`src/rtl/ssbg_pkg.sv`:
```
package ssbg_pkg;

    // ==========================================================
    // register map
    localparam logic [1:0] SSBG_STATUS_ADDR = 2'h0;
    localparam logic [1:0] SSBG_DIVISOR_ADDR = 2'h1;
    localparam logic [1:0] SSBG_CONTROL_ADDR = 2'h2;

    // ==========================================================
    // status field positions
    localparam int SSBG_TX_EMPTY_BIT = 7;
    localparam int SSBG_RX_FULL_BIT = 6;
    localparam int SSBG_OVERRUN_BIT = 5;
    localparam int SSBG_FRAMING_BIT = 4;
    localparam int SSBG_PARITY_BIT = 3;
    localparam int SSBG_TX_DONE_BIT = 2;
    localparam int SSBG_RX_MPB_BIT = 1;
    localparam int SSBG_TX_MPB_BIT = 0;

    // control field positions
    localparam int SSBG_SYNC_MODE_BIT = 7;
    localparam int SSBG_PRESCALE_LSB = 0;

    // ==========================================================
    // reset values
    localparam logic [7:0] SSBG_STATUS_RESET = 8'h84;
    localparam logic [7:0] SSBG_DIVISOR_RESET = 8'hff;
    localparam logic [7:0] SSBG_CONTROL_RESET = 8'h00;

    // ==========================================================
    // timing: divider ticks per bit
    localparam logic [4:0] SSBG_ASYNC_PHASE_LAST = 5'h1f;
    localparam logic [4:0] SSBG_SYNC_PHASE_LAST = 5'h03;

    // prescaler mask: phi, phi/4, phi/16, phi/64
    function automatic logic [5:0] ssbg_pre_mask(input logic [1:0] n);
        case (n)
            2'h0: ssbg_pre_mask = 6'h00;
            2'h1: ssbg_pre_mask = 6'h03;
            2'h2: ssbg_pre_mask = 6'h0f;
            default: ssbg_pre_mask = 6'h3f;
        endcase
    endfunction : ssbg_pre_mask

    // clock cycles per bit for a divisor, prescale and mode
    function automatic logic [19:0] ssbg_bit_period(input logic [7:0] div,
            input logic [1:0] n, input logic sync_mode);
        logic [19:0] base;
        base = 20'({12'h000, div} + 20'h00001) << (2 * n);
        ssbg_bit_period = sync_mode ? 20'(base << 2) : 20'(base << 5);
    endfunction : ssbg_bit_period

endpackage : ssbg_pkg

```
`src/rtl/ssbg_baud_if.sv`:
```
`timescale 1ns/1ps
interface ssbg_baud_if;
    logic [7:0] divisor;
    logic [1:0] prescale;
    logic sync_mode;
    logic restart;
    logic bit_tick;

    modport ctrl (output divisor, output prescale, output sync_mode, output restart,
                  input bit_tick);
    modport gen (input divisor, input prescale, input sync_mode, input restart,
                 output bit_tick);
endinterface : ssbg_baud_if

```
`src/rtl/ssbg_flag_cell.sv`:
```
`timescale 1ns/1ps
module ssbg_flag_cell #(
    parameter logic RESET_VAL = 1'b0
) (
    input wire logic clock_i,
    input wire logic rstn_i,
    input wire logic set_i,
    input wire logic hw_clr_i,
    input wire logic sts_rd_i,
    input wire logic sts_wr_i,
    input wire logic wbit_i,
    output logic flag_o
);
    logic flag_reg;
    logic armed_reg;
    logic sw_clr;

    // ==========================================================
    // clear only by a 0 written after a read that returned 1
    assign sw_clr = sts_wr_i && !wbit_i && armed_reg;

    always_ff @(posedge clock_i or negedge rstn_i) begin
        if (!rstn_i) begin
            armed_reg <= 1'b0;
        end else if (sts_rd_i) begin
            armed_reg <= flag_reg;
        end else if (sts_wr_i) begin
            armed_reg <= 1'b0;
        end
    end

    // set beats any clear so no event is lost; writing 1 does nothing
    always_ff @(posedge clock_i or negedge rstn_i) begin
        if (!rstn_i) begin
            flag_reg <= RESET_VAL;
        end else if (set_i) begin
            flag_reg <= 1'b1;
        end else if (sw_clr || hw_clr_i) begin
            flag_reg <= 1'b0;
        end
    end

    assign flag_o = flag_reg;
endmodule : ssbg_flag_cell

```
`src/rtl/ssbg_baud_gen.sv`:
```
`timescale 1ns/1ps
module ssbg_baud_gen
    import ssbg_pkg::*;
(
    input wire logic clock_i,
    input wire logic rstn_i,
    ssbg_baud_if.gen baud
);
    logic [5:0] pre_reg;
    logic [7:0] div_reg;
    logic [4:0] phase_reg;
    logic tick_reg;
    logic pre_tick;
    logic div_tick;
    logic [4:0] phase_last;

    // ==========================================================
    // prescaler, divisor counter, bit phase
    assign pre_tick = (pre_reg & ssbg_pre_mask(baud.prescale)) == ssbg_pre_mask(baud.prescale);
    assign div_tick = pre_tick && (div_reg == 8'h00);
    assign phase_last = baud.sync_mode ? SSBG_SYNC_PHASE_LAST : SSBG_ASYNC_PHASE_LAST;

    always_ff @(posedge clock_i or negedge rstn_i) begin
        if (!rstn_i) begin
            pre_reg <= 6'h00;
        end else if (baud.restart) begin
            pre_reg <= 6'h00;
        end else begin
            pre_reg <= pre_reg + 6'h01;
        end
    end

    always_ff @(posedge clock_i or negedge rstn_i) begin
        if (!rstn_i) begin
            div_reg <= SSBG_DIVISOR_RESET;
        end else if (baud.restart || div_tick) begin
            div_reg <= baud.divisor;
        end else if (pre_tick) begin
            div_reg <= div_reg - 8'h01;
        end
    end

    // >= rather than == so a mode change mid-count cannot overshoot
    always_ff @(posedge clock_i or negedge rstn_i) begin
        if (!rstn_i) begin
            phase_reg <= 5'h00;
            tick_reg <= 1'b0;
        end else if (baud.restart) begin
            phase_reg <= 5'h00;
            tick_reg <= 1'b0;
        end else begin
            tick_reg <= div_tick && (phase_reg >= phase_last);
            if (div_tick) begin
                phase_reg <= (phase_reg >= phase_last) ? 5'h00 : phase_reg + 5'h01;
            end
        end
    end

    assign baud.bit_tick = tick_reg;

    // ==========================================================
    // checking: cycles between bit ticks
    logic [19:0] gap_reg;
    logic seen_reg;

    always_ff @(posedge clock_i or negedge rstn_i) begin
        if (!rstn_i) begin
            gap_reg <= 20'h00000;
            seen_reg <= 1'b0;
        end else begin
            gap_reg <= (tick_reg || baud.restart) ? 20'h00000 : gap_reg + 20'h00001;
            seen_reg <= baud.restart ? 1'b0 : (seen_reg || tick_reg);
        end
    end
endmodule : ssbg_baud_gen

```
`src/rtl/ssbg_top.sv`:
```
// The register offsets and the strobed register port were decided locally.
`timescale 1ns/1ps
// Behaviour
// - tx buffer empty resets to 1; set when tx disabled or holding moves to shift.
// - tx buffer empty clears on 0 written after reading 1, or tx data write.
// - rx buffer full resets to 0; set when a good byte reaches holding register.
// - rx buffer full clears on 0 written after reading 1, or holding register read.
// - overrun resets to 0, set on overrun, cleared only by 0 after read 1.
// - framing flag resets to 0, set on framing error, cleared by 0 after 1.
// - parity flag resets to 0, set on parity mismatch, cleared by 0 after 1.
// - tx complete resets to 1; set when tx disabled or last bit with buffer empty.
// - tx complete clears by 0 after read 1 or tx data write; never set by software.
// - rx multiprocessor bit captures each received one, holds when rx disabled, resets 0.
// - tx multiprocessor bit is read/write, resets to 0, appended to each character.
// - divisor is 8-bit read/write, resets to all ones, takes any value 0..255.
// - async bit rate is phi over 64 times 2^(2n-1) times divisor plus one.
// - clocked sync bit rate is phi over 8 times 2^(2n-1) times divisor plus one.
// - async divisor 0 with prescale 0 gives phi/32, the fastest rate.
// - writing 1 to the six clear-only status flags has no effect.
// - two-bit prescale picks phi undivided for 00 up to phi/64 for 11.
module ssbg_top
    import ssbg_pkg::*;
(
    input wire logic clock_i,
    input wire logic rstn_i,
    input wire logic [1:0] addr_i,
    input wire logic [7:0] wdata_i,
    input wire logic wr_i,
    input wire logic rd_i,
    output logic [7:0] rdata_o,
    input wire logic tx_enable_i,
    input wire logic rx_enable_i,
    input wire logic tx_data_write_i,
    input wire logic tx_load_i,
    input wire logic tx_last_bit_i,
    input wire logic rx_done_ok_i,
    input wire logic rx_overrun_i,
    input wire logic rx_framing_i,
    input wire logic rx_parity_i,
    input wire logic rx_data_read_i,
    input wire logic rx_char_done_i,
    input wire logic rx_mpb_i,
    output logic tx_buffer_empty_o,
    output logic rx_buffer_full_o,
    output logic overrun_flag_o,
    output logic framing_flag_o,
    output logic parity_flag_o,
    output logic tx_complete_o,
    output logic rx_multiproc_bit_o,
    output logic tx_multiproc_bit_o,
    output logic bit_tick_o
);
    logic sts_wr;
    logic sts_rd;
    logic div_wr;
    logic ctl_wr;
    logic [7:0] flag_set;
    logic [7:0] flag_hw_clr;
    logic [7:0] flag_q;
    logic [7:0] status_val;
    logic [7:0] bit_rate_divisor_reg;
    logic [7:0] control_reg;
    logic rx_mpb_reg;
    logic tx_mpb_reg;
    logic [7:0] rdata_reg;

    ssbg_baud_if baud_bus ();

    // ==========================================================
    // register decode
    assign sts_wr = wr_i && (addr_i == SSBG_STATUS_ADDR);
    assign sts_rd = rd_i && (addr_i == SSBG_STATUS_ADDR);
    assign div_wr = wr_i && (addr_i == SSBG_DIVISOR_ADDR);
    assign ctl_wr = wr_i && (addr_i == SSBG_CONTROL_ADDR);

    // ==========================================================
    // status flag sources
    always_comb begin
        flag_set = 8'h00;
        flag_hw_clr = 8'h00;
        flag_set[SSBG_TX_EMPTY_BIT] = !tx_enable_i || tx_load_i;
        flag_hw_clr[SSBG_TX_EMPTY_BIT] = tx_data_write_i;
        flag_set[SSBG_RX_FULL_BIT] = rx_done_ok_i;
        flag_hw_clr[SSBG_RX_FULL_BIT] = rx_data_read_i;
        flag_set[SSBG_OVERRUN_BIT] = rx_overrun_i;
        flag_set[SSBG_FRAMING_BIT] = rx_framing_i;
        flag_set[SSBG_PARITY_BIT] = rx_parity_i;
        flag_set[SSBG_TX_DONE_BIT] = !tx_enable_i
            || (tx_last_bit_i && flag_q[SSBG_TX_EMPTY_BIT]);
        flag_hw_clr[SSBG_TX_DONE_BIT] = tx_data_write_i;
    end

    // one cell per sticky flag; each clears on a 0 only, so a 1 is ignored
    for (genvar i = SSBG_TX_DONE_BIT; i <= SSBG_TX_EMPTY_BIT; i++) begin : g_flag
        ssbg_flag_cell #(
            .RESET_VAL(SSBG_STATUS_RESET[i])
        ) u_cell (
            .clock_i(clock_i),
            .rstn_i(rstn_i),
            .set_i(flag_set[i]),
            .hw_clr_i(flag_hw_clr[i]),
            .sts_rd_i(sts_rd),
            .sts_wr_i(sts_wr),
            .wbit_i(wdata_i[i]),
            .flag_o(flag_q[i])
        );
    end
    assign flag_q[1:0] = 2'b00;

    // ==========================================================
    // multiprocessor bits
    always_ff @(posedge clock_i or negedge rstn_i) begin
        if (!rstn_i) begin
            rx_mpb_reg <= SSBG_STATUS_RESET[SSBG_RX_MPB_BIT];
        end else if (rx_char_done_i && rx_enable_i) begin
            rx_mpb_reg <= rx_mpb_i;
        end
    end

    always_ff @(posedge clock_i or negedge rstn_i) begin
        if (!rstn_i) begin
            tx_mpb_reg <= SSBG_STATUS_RESET[SSBG_TX_MPB_BIT];
        end else if (sts_wr) begin
            tx_mpb_reg <= wdata_i[SSBG_TX_MPB_BIT];
        end
    end

    // ==========================================================
    // divisor and baud control
    always_ff @(posedge clock_i or negedge rstn_i) begin
        if (!rstn_i) begin
            bit_rate_divisor_reg <= SSBG_DIVISOR_RESET;
        end else if (div_wr) begin
            bit_rate_divisor_reg <= wdata_i;
        end
    end

    // reserved control bits read back as zero
    always_ff @(posedge clock_i or negedge rstn_i) begin
        if (!rstn_i) begin
            control_reg <= SSBG_CONTROL_RESET;
        end else if (ctl_wr) begin
            control_reg <= 8'h00;
            control_reg[SSBG_SYNC_MODE_BIT] <= wdata_i[SSBG_SYNC_MODE_BIT];
            control_reg[SSBG_PRESCALE_LSB +: 2] <= wdata_i[SSBG_PRESCALE_LSB +: 2];
        end
    end

    // a rate change restarts the divider; after a divisor write the first divider count still uses the old divisor
    assign baud_bus.divisor = bit_rate_divisor_reg;
    assign baud_bus.prescale = control_reg[SSBG_PRESCALE_LSB +: 2];
    assign baud_bus.sync_mode = control_reg[SSBG_SYNC_MODE_BIT];
    assign baud_bus.restart = div_wr || ctl_wr;

    ssbg_baud_gen u_baud (
        .clock_i(clock_i),
        .rstn_i(rstn_i),
        .baud(baud_bus.gen)
    );

    // sync mode at prescale 0, divisor 0 still ticks; continuous use is software's care
    assign bit_tick_o = baud_bus.bit_tick;

    // ==========================================================
    // read port
    always_comb begin
        status_val = flag_q;
        status_val[SSBG_RX_MPB_BIT] = rx_mpb_reg;
        status_val[SSBG_TX_MPB_BIT] = tx_mpb_reg;
    end

    // data stand for one cycle only; unmapped addresses read zero
    always_ff @(posedge clock_i or negedge rstn_i) begin
        if (!rstn_i) begin
            rdata_reg <= 8'h00;
        end else if (rd_i) begin
            case (addr_i)
                SSBG_STATUS_ADDR: rdata_reg <= status_val;
                SSBG_DIVISOR_ADDR: rdata_reg <= bit_rate_divisor_reg;
                SSBG_CONTROL_ADDR: rdata_reg <= control_reg;
                default: rdata_reg <= 8'h00;
            endcase
        end else begin
            rdata_reg <= 8'h00;
        end
    end

    assign rdata_o = rdata_reg;
    assign tx_buffer_empty_o = flag_q[SSBG_TX_EMPTY_BIT];
    assign rx_buffer_full_o = flag_q[SSBG_RX_FULL_BIT];
    assign overrun_flag_o = flag_q[SSBG_OVERRUN_BIT];
    assign framing_flag_o = flag_q[SSBG_FRAMING_BIT];
    assign parity_flag_o = flag_q[SSBG_PARITY_BIT];
    assign tx_complete_o = flag_q[SSBG_TX_DONE_BIT];
    assign rx_multiproc_bit_o = rx_mpb_reg;
    assign tx_multiproc_bit_o = tx_mpb_reg;
endmodule : ssbg_top

```
`config.mk`:
```
export PLATFORM = sky130hd
export DESIGN_NAME = ssbg_top
export DESIGN_NICKNAME = d
export VERILOG_FILES = /design/src/rtl/ssbg_pkg.sv /design/src/rtl/ssbg_baud_if.sv /design/src/rtl/ssbg_flag_cell.sv /design/src/rtl/ssbg_baud_gen.sv /design/src/rtl/ssbg_top.sv
export SDC_FILE = /design/constraint.sdc
export NUM_CORES = 1
export LEC_CHECK = 0
export ABC_AREA = 1
export ABC_CLOCK_PERIOD_IN_PS = 4800
export BUFFER_PORTS_ARGS = -buffer_cell sky130_fd_sc_hd__buf_2
export CAP_MARGIN = 25
export CORE_MARGIN = 2
export CORE_UTILIZATION = 30
export CTS_CLUSTER_SIZE = 30
export DETAILED_ROUTE_END_ITERATION = 10
export PLACE_DENSITY_LB_ADDON = 0.25
export REMOVE_ABC_BUFFERS = 1
export SYNTH_ARGS = -nofsm -noshare
export SYNTH_HDL_FRONTEND = slang
export SYNTH_SLANG_ARGS = --single-unit
```
`constraint.sdc`:
```
create_clock -name clock_i -period 4.8 [get_ports clock_i]
set_clock_uncertainty 0.15 [all_clocks]
set_input_delay 0.48 -clock clock_i [delete_from_list [all_inputs] [get_ports clock_i]]
set_output_delay 0.48 -clock clock_i [all_outputs]
set_load 0.05 [all_outputs]
```
; After elaboration in Yosys (flattened, before gate mapping)
; Index checks and enable logic that the tools add are counted.
[totals]
register_bits = 53
input_bits = 26
out_inout_bits = 17
wordCells = 107
[classes]
n_addsub = 3
n_lt_le_gt_ge = 1
n_eq_ne = 5
mux = 30
bitwise_logic = 1
reduce_logical = 46
[ops]
columns = operator, n
row1 = 8-bit 2-to-1 mux, 3
row2 = 8-bit one-hot mux with 3 select lines, 1
row3 = 1-bit logical AND, 20
row4 = 1-bit 2-to-1 mux, 20
row5 = 5-bit 2-to-1 mux, 4
row6 = 6-bit one-hot mux with 3 select lines, 1
row7 = 2-bit nonzero test, 9
row8 = 8-bit logical NOT, 1
row9 = "8-bit by 1-bit subtractor with 8-bit output, second input constant", 1
row10 = 1-bit logical NOT, 7
row11 = 1-bit logical OR, 7
row12 = "6-bit by 1-bit adder with 6-bit output, second input constant", 1
row13 = 6-bit AND, 1
row14 = 6-bit equality test, 1
row15 = 6-bit 2-to-1 mux, 1
row16 = "5-bit by 1-bit adder with 5-bit output, second input constant", 1
row17 = 5-bit greater-or-equal comparator, 1
row18 = "2-bit by 1-bit equality test with 1-bit output, second input constant", 2
row19 = "2-bit equality test, second input constant", 2
row20 = 2-bit logical NOT, 2

; Logic depth before layout (Yosys ltp)
[logic_depth]
word_depth = 7
depth_mapped = 10
depth_no_buf = 10

; By module
; A second synthesis with hierarchy kept.
[unflattened]
cells_unflattened = 361
hier_area_um2 = 2821.5
[by_module_without_submodules]
columns = mod, n_inst, cells_per_inst, area_per_inst_um2, seq_area_each_um2
row1 = ssbg_baud_gen, 1, 174, 1316.3, 510.5
row2 = ssbg_top, 1, 109, 932.1, 535.5
row3 = ssbg_flag_cell (g_flag[3].u_cell ...), 4, 13, 95.1, 50.0
row4 = ssbg_flag_cell (g_flag[2].u_cell ...), 2, 13, 96.3, 51.3

; Worst setup path before layout
; Ideal clock, no wire load.
[synth_path]
path_type = register -> register
start = reg u_baud.div_reg[0]
end = reg u_baud.div_reg[3]
setup_ps = 80
arrival_time_ps = 1448
required_ps = 4570
slack_ps = 3122
path_stages_with_launch = 11
path_buffers = 0
period_less_slack_ps = 1678
cell_sequence = dfstp_2 > inv_1 > ha_1 > nand2_1 > inv_1 > nand2_1 > nor2_4 > nor2_4 > o21ai_1 > nand2_1 > nand2_1
[synth_between]
elab_chain_cells = 4
elab_cells_between_ends = 7
classes_between = 1 x add/sub / 2 x mux / 4 x reduce/logical
[synth_lines]
columns = item, line_no
row1 = start: declaration, ssbg_baud_gen.sv:10  ; logic [7:0] div_reg;
row2 = start signal: assignment, ssbg_baud_gen.sv:37  ; div_reg <= baud.divisor;
row3 = start signal: assignment, ssbg_baud_gen.sv:39  ; div_reg <= div_reg - 8'h01;
row4 = branches (longest 4 deep; another with 8-bit by 1-bit subtractor with 8-bit output), n/a
; Parallel ways; which one is timed is not known. The select of a mux whose other input is x is not followed.
; A chain may end at the register's enable or synchronous reset.

; Worst setup path after layout
; Same ends and word-level chain as after synthesis.

==> results.sh <==
export IMPL_status="finished clean"
export IMPL_ys_types=34
export IMPL_yosysTopAreaCellShare_pct=33.4
export IMPL_end_kind="flop"
export IMPL_avgViaCountPerCell=4.62
export IMPL_crit_top_cell="nand2_1"
export IMPL_p_per_area_nw_per_um2=430
export IMPL_clk_pin_slew_ps=110
export IMPL_rsz0062_at_grt="false"
export IMPL_max_freq_mhz=537
export IMPL_dieArea_um2=9510
export IMPL_initial_utilization_pct=30.5
export IMPL_wl_per_cell_um=12.5
export IMPL_grtUsageTotal_pct=12.7
export IMPL_synth_edf_count=0
export IMPL_worstSetupPathType="reg2reg"
export IMPL_layout_commonest_cell="nand2_1"
export IMPL_cp_start_kind="flop"
export IMPL_timing_final_crit_share_pct=38.8
export IMPL_grt_max_degree=54
export IMPL_postLayoutCoreUtil_pct=35.8
export IMPL_regArea_um2=1350
export IMPL_critPathMaxFanout=10
export IMPL_relSlewSlack_pct=53.8
export IMPL_rows=34
export IMPL_synthToLayoutAreaGrowth_pct=17.2
export IMPL_p_leak_nw=1.61
export IMPL_clock_sinks=53
export IMPL_hold_violations=0
export IMPL_fillerInstances=935
export IMPL_finalNonFillerCells=463
export IMPL_overflow=0
export IMPL_drtIter0Drc=127
export IMPL_clockBufferDepth=2
export IMPL_critPathSlowestCell="dfstp_2"
export IMPL_cts_tree="done"
export IMPL_cts_resized=0
export IMPL_clock_latency_ps=320
export IMPL_multi_input_area_um2=1070
export IMPL_final_cell_mix="nand2_1, inv_1, buf_2, dfrtp_1, nand3_1"
export IMPL_ys_seq_area_share_pct=51.4
export IMPL_setup_tns_ps=0
export IMPL_io_pins=43
export IMPL_place_gp_congestion=0.807
export IMPL_syn_avg_cell_area_um2=8.54
export IMPL_drt_total_wl_mm=5.77
export IMPL_synth_area_leader_cell="dfrtp_1"
export IMPL_ys_ff_latch=53
export IMPL_htreeDepth=2
export IMPL_cp_arrival_ps=1960
export IMPL_worstMarginPinSlew_ps=692
export IMPL_vias=2140
export IMPL_cts_buffers=5
export IMPL_grt_first_pass_wirelength_mm=9.87
export IMPL_drive_above_1_share_pct=24.8
export IMPL_yosys_warnings=0
export IMPL_antenna_found_initial=0
export IMPL_hpwl_mm=4.22
export IMPL_core_area_um2=8590
export IMPL_maxCapViolCount=0
export IMPL_slowest_delay_ps=550
export IMPL_grt_pass1_vias=2103
export IMPL_hp_class="in2async"
export IMPL_crit_chain="inv_1, ha_1, nand2_1, inv_1, nand2_1, nor2_4, nor2_4, o21ai_1, nand2_1, nand2_1"
export IMPL_synth_area_um2=2620
export IMPL_cts_hold_buf=0
export IMPL_firstDrtPassIters=4
export IMPL_r2r_start="u_baud.div_reg[0]$_DFFE_PN1P_"
export IMPL_antenna_cells=0
export IMPL_cts_root_buffer="clkbuf_8"
export IMPL_antenna_left=0
export IMPL_postPlaceCellArea_um2=2960
export IMPL_ys_async_sr_fraction_pct=100
export IMPL_drc=0
export IMPL_post_cts_setup_buffer_count=0
export IMPL_r2r_setup_slack_ps=2940
export IMPL_portBuffers=42
export IMPL_final_cell_area_um2=3070
export IMPL_fp_dieW_um=97.5
export IMPL_nets=386
export IMPL_critPathRequiredTime_ps=4890
export IMPL_fp_dieH_um=97.5
export IMPL_placed_cells=455
export IMPL_setup_viol=0
export IMPL_synth_cells=307
export IMPL_r2r_cells=10
export IMPL_maxSlewViolCount=0
export IMPL_reg2reg_to="u_baud.div_reg[3]$_DFFE_PN1P_"
export IMPL_peakVddDrop_mv=0.159
export IMPL_ys_flop_type="dfrtp_1"
export IMPL_synthTopCellsByArea="dfrtp_1, dfstp_2, nand2_1"
export IMPL_period_minus_slack_ps=1860
-- final cells by class --
type | count | area share, %
clock buffer | 5 | 2.24
tap | 108 | 4.40
multi-input combinational | 203 | 34.9
timing repair buffer | 43 | 7.08
sequential | 53 | 43.9
inverter | 48 | 5.94
clock inverter | 3 | 1.55
-- routing by layer --
| metal | vias up | part of all wire (%) | GRT usage (%) |
|---|---|---|---|
| met1 | 1005 | 47 | 17.0 |
| li1 | 1083 | - | - |
| met2 | 43 | 47 | 20.3 |
| met3 | 9 | 3.6 | 2.59 |
| met4 | 0 | 2.3 | 5.02 |
| met5 | - | 0 | 0 |
-- cell families after synthesis --
logic type                 count (synthesis)  share of synthesized area (%)
DFF                                       53                           51.4
xor gates and xnor gates                   7                           2.34
AOI/OAI and AO/OA                         47                           10.9
and+or+nand+nor                          143                           24.8
adders and majority gates                  6                           2.86
buffers and inverters                     51                           7.68
-- worst max path at each step --
| stage | from | to | slack, ps | cells past startpoint |
|---|---|---|---|---|
| after floorplan | u_baud.div_reg[0]$_DFFE_PN1P_ | u_baud.div_reg[3]$_DFFE_PN1P_ | 3120 | 10 |
| after global placement | addr_i[0] | u_baud.div_reg[1]$_DFFE_PN1P_ | 2900 | 10 |
| after detailed placement | addr_i[0] | u_baud.div_reg[5]$_DFFE_PN1P_ | 2900 | 10 |
| after CTS | u_baud.div_reg[0]$_DFFE_PN1P_ | u_baud.div_reg[3]$_DFFE_PN1P_ | 2930 | 10 |
| after global routing | u_baud.div_reg[0]$_DFFE_PN1P_ | u_baud.div_reg[3]$_DFFE_PN1P_ | 2720 | 10 |
| final | u_baud.div_reg[0]$_DFFE_PN1P_ | u_baud.div_reg[3]$_DFFE_PN1P_ | 2940 | 10 |
-- critical path, delay by kind of cell (launching register included) --
| family | cells | cell delay, ps |
|---|---|---|
| simple gates | 6 | 620 |
| buf+inv | 2 | 120 |
| compound gates | 1 | 110 |
| flops | 1 | 550 |
| fa+ha+maj | 1 | 240 |
-- report_power, final --
group	internal [W]	switching, W
logic	0.000133	0.000232
registers	0.000560	0.0000701
clock network	0.000160	0.000167
-- cells in the mapped netlist, drive strengths merged, types with 2 or more instances --
cell and count:
a21oi 10, clkbuf 2, dfrtp 35, dfstp 18
ha 6, inv 48, nand2 78, nand3 28
nand4 2, nor2 29, nor3 4, o211ai 4
o21ai 15, o21bai 3, o22ai 10, o311ai 2
xnor2 5, xor2 2
-- stage by stage --
stage	total power (W)	worst slack [ps]	hold WS, ps
floorplan	0.000899	3120	34.4
global placement	0.000999	2900	301
detailed placement	0.00100	2900	308
CTS	0.00133	2930	155
global route	0.00142	2720	154
finish	0.00132	2940	112
No activity file was read; power rests on OpenSTA's default activity.
